$ cat src/mlpc_defines.svh
`ifndef MLPC_DEFINES_SVH
`define MLPC_DEFINES_SVH

// ==========================================================================
// register offsets
`define MLPC_OFS_CTRL_STATUS 8'h00
`define MLPC_OFS_IDLE_TIME 8'h04
`define MLPC_OFS_WAKE_TIME 8'h08

// ==========================================================================
// control and status field positions
`define MLPC_BIT_AUTO 0
`define MLPC_BIT_REQ_CTRL 1
`define MLPC_BIT_HOLD_CTRL 2
`define MLPC_BIT_REQ_NOW 8
`define MLPC_BIT_HOLD_NOW 9
`define MLPC_BIT_TX_ACTIVE_NOW 10
`define MLPC_BIT_TX_FIFO_DATA 11
`define MLPC_BIT_RX_IDLE_NOW 12
`define MLPC_BIT_REQ_LATCHED 16
`define MLPC_BIT_HOLD_LATCHED 17
`define MLPC_BIT_TX_ACTIVE_LATCHED 18
`define MLPC_BIT_RX_IDLE_LATCHED 20

// ==========================================================================
// reset values
`define MLPC_RST_CTRL 3'h0
`define MLPC_RST_TIME 32'h0000_0000
`define MLPC_RST_LATCHED 4'h0

// ==========================================================================
// timing: idle time counts in units of this many system clocks
`define MLPC_IDLE_UNIT_CYCLES 32
`define MLPC_IDLE_UNIT_LAST 5'h1f

`endif

$ cat src/mlpc_pkg.sv
package mlpc_pkg;

    // ======================================================================
    // transmit power state
    typedef enum logic [2:0] {
        MLPC_NORMAL = 3'h0,
        MLPC_DRAIN = 3'h1,
        MLPC_LOW_POWER = 3'h2,
        MLPC_WAKE = 3'h3
    } mlpc_state_t;

endpackage

$ cat src/mlpc_eee_ctrl.sv
// Added by the designer: the address-and-strobe port and the register offsets.
`timescale 1ns/1ps
`include "mlpc_defines.svh"

// How it works
// - receive low-power-idle sets bit 20; a read of the register clears it
// - MAC transmitting sets bit 18; cleared by a register read
// - internal transmit hold sets bit 17; cleared by a register read
// - internal low-power request sets bit 16; cleared by a register read
// - bit 12 follows receive low-power-idle detection live
// - bit 11 follows transmit FIFO not empty live
// - bit 10 follows MAC transmitting live
// - bit 9 shows the MAC stopped: hold, low-power idle, or wake waiting
// - bit 8 shows the internal low-power request: manual or idle expiry
// - hold bit lets the current frame end, then stops fetching
// - request alone drains all queued frames, then idles, then shows status
// - no new frames are served while in low-power idle
// - hold with request stops after the current frame, queue not drained
// - the request bit is accepted at any time, even in automatic mode
// - automatic mode enters low-power idle after configured idle time
// - without automatic mode, low-power idle is never entered alone
// - idle time is count minus one, in 32-clock units; zero disables
// - wake time is count minus one, in clocks; zero disables
module mlpc_eee_ctrl (
    // clock and reset
    input wire logic clk,
    input wire logic srst,

    // register port
    input wire logic [7:0] reg_addr,
    input wire logic [31:0] reg_wdata,
    input wire logic reg_write,
    input wire logic reg_read,
    output logic [31:0] reg_rdata,

    // from the MAC transmit path
    input wire logic tx_fifo_has_data,
    input wire logic tx_active_now,

    // from the reconciliation sublayer receive side
    input wire logic rx_idle_seen_now,

    // to the MAC transmit path and reconciliation sublayer
    output logic tx_hold_now,
    output logic low_power_request_now,
    output logic tx_send_low_power_idle
);

    // ======================================================================
    // software visible state
    logic auto_low_power_enable;
    logic low_power_request_ctrl;
    logic tx_hold_ctrl;
    logic [31:0] idle_before_sleep_time;
    logic [31:0] wake_to_transmit_time;

    logic rx_idle_seen_latched;
    logic tx_active_latched;
    logic tx_hold_latched;
    logic low_power_request_latched;

    // ======================================================================
    // sequencing state
    mlpc_pkg::mlpc_state_t state;
    mlpc_pkg::mlpc_state_t next_state;

    logic [4:0] idle_prescale;
    logic idle_unit_tick;
    logic idle_run;
    logic idle_expired;
    logic wake_run;
    logic wake_expired;

    // ======================================================================
    // register decode
    wire sel_ctrl = (reg_addr == `MLPC_OFS_CTRL_STATUS);
    wire sel_idle = (reg_addr == `MLPC_OFS_IDLE_TIME);
    wire sel_wake = (reg_addr == `MLPC_OFS_WAKE_TIME);

    wire wr_ctrl = reg_write && sel_ctrl;
    wire wr_idle = reg_write && sel_idle;
    wire wr_wake = reg_write && sel_wake;

    // a read of the control word is what clears the latched bits
    wire clear_read = reg_read && sel_ctrl;

    // ======================================================================
    // transmit is idle only with nothing moving and nothing waiting
    wire tx_quiet = !tx_active_now && !tx_fifo_has_data;

    // drain ends when the wire is free; with hold set the queue is left
    wire drain_done = !tx_active_now && (tx_hold_ctrl || !tx_fifo_has_data);

    // zero in either timer register turns that timer off
    wire idle_timer_on = (idle_before_sleep_time != `MLPC_RST_TIME);
    wire wake_timer_on = (wake_to_transmit_time != `MLPC_RST_TIME);

    // automatic entry needs the mode bit, a live timer and its expiry
    wire auto_sleep = auto_low_power_enable && idle_timer_on && idle_expired;

    // leave low power once nothing keeps it: request gone, auto released
    wire stay_low = low_power_request_ctrl
                    || (auto_low_power_enable && !tx_fifo_has_data);

    wire in_low_power = (state == mlpc_pkg::MLPC_LOW_POWER);
    wire in_wake = (state == mlpc_pkg::MLPC_WAKE);

    // ======================================================================
    // control bits
    always_ff @(posedge clk) begin
        if (srst) begin
            {tx_hold_ctrl, low_power_request_ctrl, auto_low_power_enable}
                <= `MLPC_RST_CTRL;
        end else if (wr_ctrl) begin
            auto_low_power_enable <= reg_wdata[`MLPC_BIT_AUTO];
            low_power_request_ctrl <= reg_wdata[`MLPC_BIT_REQ_CTRL];
            tx_hold_ctrl <= reg_wdata[`MLPC_BIT_HOLD_CTRL];
        end
    end

    // ======================================================================
    // timer registers
    always_ff @(posedge clk) begin
        if (srst) begin
            idle_before_sleep_time <= `MLPC_RST_TIME;
        end else if (wr_idle) begin
            idle_before_sleep_time <= reg_wdata;
        end
    end

    always_ff @(posedge clk) begin
        if (srst) begin
            wake_to_transmit_time <= `MLPC_RST_TIME;
        end else if (wr_wake) begin
            wake_to_transmit_time <= reg_wdata;
        end
    end

    // ======================================================================
    // latched status: set wins over the clearing read
    wire next_rx_idle_latched = rx_idle_seen_now
                                || (rx_idle_seen_latched && !clear_read);
    wire next_tx_active_latched = tx_active_now
                                  || (tx_active_latched && !clear_read);
    wire next_hold_latched = tx_hold_now
                             || (tx_hold_latched && !clear_read);
    wire next_req_latched = low_power_request_now
                            || (low_power_request_latched && !clear_read);

    always_ff @(posedge clk) begin
        if (srst) begin
            {rx_idle_seen_latched, tx_active_latched,
             tx_hold_latched, low_power_request_latched} <= `MLPC_RST_LATCHED;
        end else begin
            rx_idle_seen_latched <= next_rx_idle_latched;
            tx_active_latched <= next_tx_active_latched;
            tx_hold_latched <= next_hold_latched;
            low_power_request_latched <= next_req_latched;
        end
    end

    // ======================================================================
    // idle timer: counts whole 32-clock units of a quiet transmitter
    assign idle_run = auto_low_power_enable && idle_timer_on && tx_quiet
                      && (state == mlpc_pkg::MLPC_NORMAL);
    assign idle_unit_tick = (idle_prescale == `MLPC_IDLE_UNIT_LAST);

    always_ff @(posedge clk) begin
        if (srst || !idle_run) begin
            idle_prescale <= 5'h00;
        end else begin
            idle_prescale <= idle_prescale + 5'h01;
        end
    end

    // expires after the register value plus one units
    mlpc_timer u_idle_timer (
        .clk(clk),
        .srst(srst),
        .run(idle_run),
        .tick(idle_unit_tick),
        .limit(idle_before_sleep_time),
        .expired(idle_expired)
    );

    // ======================================================================
    // wake timer: runs from the end of low power until sending resumes
    assign wake_run = in_wake && wake_timer_on;

    mlpc_timer u_wake_timer (
        .clk(clk),
        .srst(srst),
        .run(wake_run),
        .tick(1'b1),
        .limit(wake_to_transmit_time),
        .expired(wake_expired)
    );

    // ======================================================================
    // power state sequencing
    always_comb begin
        next_state = state;
        unique case (state)
            mlpc_pkg::MLPC_NORMAL: begin
                if (low_power_request_ctrl) begin
                    next_state = mlpc_pkg::MLPC_DRAIN;
                end else if (auto_sleep) begin
                    next_state = mlpc_pkg::MLPC_LOW_POWER;
                end
            end
            mlpc_pkg::MLPC_DRAIN: begin
                if (!low_power_request_ctrl) begin
                    next_state = mlpc_pkg::MLPC_NORMAL;
                end else if (drain_done) begin
                    next_state = mlpc_pkg::MLPC_LOW_POWER;
                end
            end
            mlpc_pkg::MLPC_LOW_POWER: begin
                if (!stay_low) begin
                    next_state = mlpc_pkg::MLPC_WAKE;
                end
            end
            mlpc_pkg::MLPC_WAKE: begin
                if (low_power_request_ctrl) begin
                    next_state = mlpc_pkg::MLPC_DRAIN;
                end else if (!wake_timer_on || wake_expired) begin
                    next_state = mlpc_pkg::MLPC_NORMAL;
                end
            end
            default: begin
                next_state = mlpc_pkg::MLPC_NORMAL;
            end
        endcase
    end

    always_ff @(posedge clk) begin
        if (srst) begin
            state <= mlpc_pkg::MLPC_NORMAL;
        end else begin
            state <= next_state;
        end
    end

    // ======================================================================
    // signals to the MAC; hold is taken by the MAC at a frame boundary,
    // so a frame already on the wire always completes
    always_ff @(posedge clk) begin
        if (srst) begin
            tx_hold_now <= 1'b0;
            low_power_request_now <= 1'b0;
            tx_send_low_power_idle <= 1'b0;
        end else begin
            tx_hold_now <= tx_hold_ctrl
                           || (next_state == mlpc_pkg::MLPC_LOW_POWER)
                           || (next_state == mlpc_pkg::MLPC_WAKE);
            low_power_request_now <=
                (next_state == mlpc_pkg::MLPC_LOW_POWER);
            tx_send_low_power_idle <=
                (next_state == mlpc_pkg::MLPC_LOW_POWER);
        end
    end

    // ======================================================================
    // read data: one cycle after the strobe, zero elsewhere
    logic [31:0] ctrl_word;

    always_comb begin
        ctrl_word = 32'h0000_0000;
        ctrl_word[`MLPC_BIT_AUTO] = auto_low_power_enable;
        ctrl_word[`MLPC_BIT_REQ_CTRL] = low_power_request_ctrl;
        ctrl_word[`MLPC_BIT_HOLD_CTRL] = tx_hold_ctrl;
        ctrl_word[`MLPC_BIT_REQ_NOW] = low_power_request_now;
        ctrl_word[`MLPC_BIT_HOLD_NOW] = tx_hold_now;
        ctrl_word[`MLPC_BIT_TX_ACTIVE_NOW] = tx_active_now;
        ctrl_word[`MLPC_BIT_TX_FIFO_DATA] = tx_fifo_has_data;
        ctrl_word[`MLPC_BIT_RX_IDLE_NOW] = rx_idle_seen_now;
        ctrl_word[`MLPC_BIT_REQ_LATCHED] = low_power_request_latched;
        ctrl_word[`MLPC_BIT_HOLD_LATCHED] = tx_hold_latched;
        ctrl_word[`MLPC_BIT_TX_ACTIVE_LATCHED] = tx_active_latched;
        ctrl_word[`MLPC_BIT_RX_IDLE_LATCHED] = rx_idle_seen_latched;
    end

    wire [31:0] read_mux = sel_ctrl ? ctrl_word
                         : sel_idle ? idle_before_sleep_time
                         : sel_wake ? wake_to_transmit_time
                         : 32'h0000_0000;

    always_ff @(posedge clk) begin
        if (srst) begin
            reg_rdata <= 32'h0000_0000;
        end else if (reg_read) begin
            reg_rdata <= read_mux;
        end else begin
            reg_rdata <= 32'h0000_0000;
        end
    end

endmodule

$ cat src/mlpc_timer.sv
`timescale 1ns/1ps

module mlpc_timer (
    // clock and reset
    input wire logic clk,
    input wire logic srst,
    // control
    input wire logic run,
    input wire logic tick,
    input wire logic [31:0] limit,
    // result
    output logic expired
);

    logic [31:0] count;

    // ======================================================================
    // counts limit plus one ticks, then stays expired until run drops
    always_ff @(posedge clk) begin
        if (srst || !run) begin
            count <= 32'h0000_0000;
            expired <= 1'b0;
        end else if (tick && !expired) begin
            if (count == limit) begin
                expired <= 1'b1;
            end else begin
                count <= count + 32'h0000_0001;
            end
        end
    end

endmodule
$ cat config.mk
export PLATFORM = sky130hd
export DESIGN_NAME = mlpc_eee_ctrl
export DESIGN_NICKNAME = d
export VERILOG_FILES = /design/src/mlpc_pkg.sv /design/src/mlpc_eee_ctrl.sv /design/src/mlpc_timer.sv
export VERILOG_INCLUDE_DIRS = /design/src
export SDC_FILE = /design/constraint.sdc
export NUM_CORES = 1
export LEC_CHECK = 0
export ABC_AREA = 1
export BUFFER_PORTS_ARGS = -buffer_cell sky130_fd_sc_hd__buf_4
export CAP_MARGIN = 15
export CORE_UTILIZATION = 30
export CTS_BUF_LIST = sky130_fd_sc_hd__clkbuf_4 sky130_fd_sc_hd__clkbuf_8
export CTS_CLUSTER_SIZE = 14
export DETAILED_ROUTE_END_ITERATION = 10
export GPL_ROUTABILITY_DRIVEN = 0
export SLEW_MARGIN = 20
export SYNTH_ARGS = -nofsm -noshare
export SYNTH_HDL_FRONTEND = slang
export SYNTH_SLANG_ARGS = --single-unit
$ cat constraint.sdc
create_clock -name clk -period 2.4 [get_ports clk]
set_clock_uncertainty 0.1 [all_clocks]
set_input_delay 0.12 -clock clk [delete_from_list [all_inputs] [get_ports clk]]
set_output_delay 0.12 -clock clk [all_outputs]
set_load 0.02 [all_outputs]
==> flow_summary_export.csv <==
group,metric,value,unit
final_layout,multi_input_area,4350,sq um
yosys,synthSimpleGateAreaFrac,31.2,%
yosys,syn_inst,1255,
clock_tree,cts.htree.levels,4,
clock_tree,numCtsBuffers,17,
clock_tree,cts_max_path_buffers,2,
yosys,synth_area_per_cell,6.88,sq um
worst_setup_path,worstPathRequired,2.68,ns
run,maxCapViolCount,0,
worst_setup_path,crit_chain,"nor4_1, nand4_1, nor2_1, nor2_1, buf_12, and3_1",
worst_setup_path,rr_worst_depth,6,
final_layout,syn_to_final_growth,21.3,%
yosys,async_reset_ff_share,0,%
yosys,synth_flop_cell,"dfxtp_1",
yosys,seq_area_frac_synth,41.5,%
timing,worstMarginPinSlew,0.826,ns
drt,ant_nets,0,
final_layout,final_cell_count_no_fill,1763,
outcome,status,"finished clean",
drt,firstDrtPassIters,5,
final_layout,nFillCells,2972,
floorplanning,core,28000,sq um
drt,post-route-drc-count,0,
clock_tree,tritoncts,"yes",
worst_setup_path,startpoint,"idle_before_sleep_time[3]",
timing,rsz0062_at_grt,"false",
grt,grtUsageTotal,18.2,%
drt,num_vias,8462,
yosys,syn-num-nets,1306,
worst_setup_path,slowest_delay,0.58,ns
yosys,synth_mux_area_share,0,%
yosys,ys_ff_latch,179,
placement,hpwl,20.0,mm
yosys,yosys.area.top_type_share,41.5,%
floorplanning,start_util,30.8,%
grt,overflow,0,
hold_path,hold_class,"input port to register",
yosys,synth_adder_area_share,0.580,%
floorplanning,die_h,172,microns
power_and_ir_drop,ir_drop,0.325,mV
grt,grt_antenna_before_repair,0,
timing,slew_violations,0,
timing,relSlewSlack,44.9,%
drt,drtIter0Drc,556,
timing,final_hold_viol_count,0,
worst_setup_path,r2r_start,"idle_before_sleep_time[3]",
worst_setup_path,crit_end,"u_idle_timer.count[17]",
worst_setup_path,path_max_fanout,22,
worst_setup_path,cp-start-kind,"register",
timing,setup_viol,0,
yosys,synth_top_family_by_area,"simple AND/OR/NAND/NOR gates",
yosys,synthDistinctLibCells,41,
yosys,yosys.area.top_type,"dfxtp_1",
grt,grt_pass1_vias,7807,
final_layout,drive_above_1_share,12.6,%
drt,avgViaCountPerCell,4.80,
worst_setup_path,crit_type,"register to register",
hold_path,hold_path_depth,5,
placement,port_buffers,81,
yosys,netlist_area,8630,sq um
drt,wl_per_cell,14.9,microns
worst_setup_path,crit_arrival,2.52,ns
drt,drt_wl_total,26.3,mm
timing,fin_crit,2.25,ns
clock_tree,cts_root_buf,"clkbuf_8",
timing,setup_tns,0,ns
worst_setup_path,r2r-end,"u_idle_timer.count[17]",
worst_setup_path,crit_path_end_kind,"register",
power_and_ir_drop,p_leak,3.91,nW
yosys,synth_edf_count,0,
grt,grt_max_degree,73,
power_and_ir_drop,p_per_area,508,nW/um^2
grt,grt_pass1_wl,41.5,mm
clock_tree,insertion_delay,0.48,ns
worst_setup_path,worst-r2r-setup-slack,0.15,ns
placement,dp_cells,1692,
floorplanning,die_area,29400,sq um
final_layout,regArea,3580,sq um
final_layout,n_antenna_cell,0,
clock_tree,path_clk_slew,0.10,ns
final_layout,nNetsFinal,1423,
worst_setup_path,cp_slowest_cell,"nor4_1",
floorplanning,rows,61,
yosys,synth-compound-area-share,13.2,%
yosys,synthTopCellsByArea,"dfxtp_1, nand2_1, nor2_1",
power_and_ir_drop,total_power,5.32,mW
floorplanning,die_w,172,microns
timing,min_period_over_period,93.7,%
timing,max_freq,445,MHz
clock_tree,cts.sinks,179,
yosys,synthXorXnorAreaFrac,5.28,%
floorplanning,ios,82,
yosys,yosys_warnings,0,
worst_setup_path,crit_top_cell,"nor2_1",
## worst min-delay path by stage
| stage | slack (ns) | to | startpoint |
|---|---|---|---|
| after floorplan | 0.09 | state[0] | srst |
| after detailed placement | 0.24 | tx_active_latched | srst |
| final | 0.03 | tx_hold_ctrl | reg_write |
| after global routing | 0.06 | tx_hold_ctrl | reg_write |
| after CTS | 0.008 | tx_hold_ctrl | reg_write |
| after global placement | 0.24 | tx_active_latched | srst |
## cells in the final DEF, fill, tap and decap left out, types with 2 or more instances in the layout
cell / instances
nand2_1: 292
dfxtp_1: 179
nor2_1: 176
inv_1: 121
a21oi_1: 105
buf_4: 101
o21ai_0: 79
xnor2_1: 41
nand3_1: 40
dlygate4sd3_1: 39
nand4_1: 32
nor3_1: 25
o21ai_1: 20
clkbuf_8: 18
nor4_1: 17
inv_2: 13
a31oi_1: 12
xor2_1: 11
nor2_2: 8
nand2_2: 5
inv_6: 5
ha_1: 4
nor3_2: 3
nor3b_1: 3
and3_1: 3
nor4_2: 3
a211oi_1: 3
inv_8: 3
nor2_4: 2
nand3_2: 2
or2_0: 2
or2_1: 2
or2_2: 2
clkinv_4: 2
## where the power goes
group	internal [mW]	leakage, nW	switching, mW
Clock	0.899	0.201	1.20
Combinational	0.117	2.26	0.129
Sequential	2.97	1.44	0.00544
## worst max-delay path: cells and delay by family, from the launching register on
family / cells / cell delay, ns
buffers and inverters: 1 / 0.21
DFF: 1 / 0.36
and+or+nand+nor: 5 / 1.47
## cell families (layout without fill, tap and decap cells)
group           count (synthesis)  count (layout)
simple gates                  619             619
compound gates                222             222
flops                         179             179
buf+inv                       178             308
xor+xnor                       52              52
fa+ha+maj                       4               4
other cells                     1               1
## registers in the layout, summed over array words and instances (netlist names), 3 cells and up
register,flops
u_wake_timer.count,32
state,3
idle_prescale,5
u_idle_timer.count,32
wake_to_transmit_time,32
reg_rdata,32
idle_before_sleep_time,32
## synth_stat cells, types with 3 or more instances
| library cell | number |
|---|---|
| nand2_1 | 292 |
| a211oi_1 | 3 |
| nand2_2 | 5 |
| xor2_1 | 11 |
| nand3_1 | 40 |
| inv_2 | 13 |
| buf_1 | 3 |
| clkbuf_1 | 23 |
| dfxtp_1 | 179 |
| buf_2 | 11 |
| nor2_1 | 177 |
| nor2_2 | 7 |
| nor4_1 | 17 |
| nor3_1 | 26 |
| a31oi_1 | 12 |
| o21ai_0 | 79 |
| nor4_2 | 3 |
| inv_1 | 121 |
| and3_1 | 3 |
| nor3b_1 | 3 |
| o21ai_1 | 20 |
| xnor2_1 | 41 |
| a21oi_1 | 105 |
| nand4_1 | 32 |
| ha_1 | 4 |
## metrics by stage
stage / hold slack [ns] / utilization [%] / area [sq um] / setup slack, ns
2_1_floorplan: 0.0891 / - / 8630 / 0.536
3_3_place_gp: 0.236 / 34.6 / 9680 / 0.139
3_5_place_dp: 0.243 / 34.6 / 9680 / 0.115
4_1_cts: 0.00837 / 37.4 / 10500 / 0.0961
5_1_grt: 0.0630 / 37.4 / 10500 / 0.0229
6_report: 0.0269 / 37.4 / 10500 / 0.151
## routing by layer
layer	wire length [microns]	GRT usage (%)	part of all wire (%)
met1	11700	23.4	45
met3	1260	3.11	4.8
met5	0	0	0
met4	806	6.87	3.1
met2	12500	30.3	48
## cell type report
class	instances	share of cell area (%)
Timing Repair Buffer	141	11.2
Clock inverter	13	1.31
Inverter	135	4.84
Multi-Input combinational cell	898	41.5
Sequential cell	179	34.2
Clock buffer	19	2.44
Tap cell	378	4.52
## repair_timing
| item | in CTS | in global routing |
|---|---|---|
| buffers inserted | 0 | 0 |
| hold buffers | 39 | 0 |
| endpoints found under the setup margin | 0 | 5 |
| endpoints found under the hold margin | 75 | 0 |
| resized for setup | 0 | 2 |
Power figures use the tool's default switching activity.
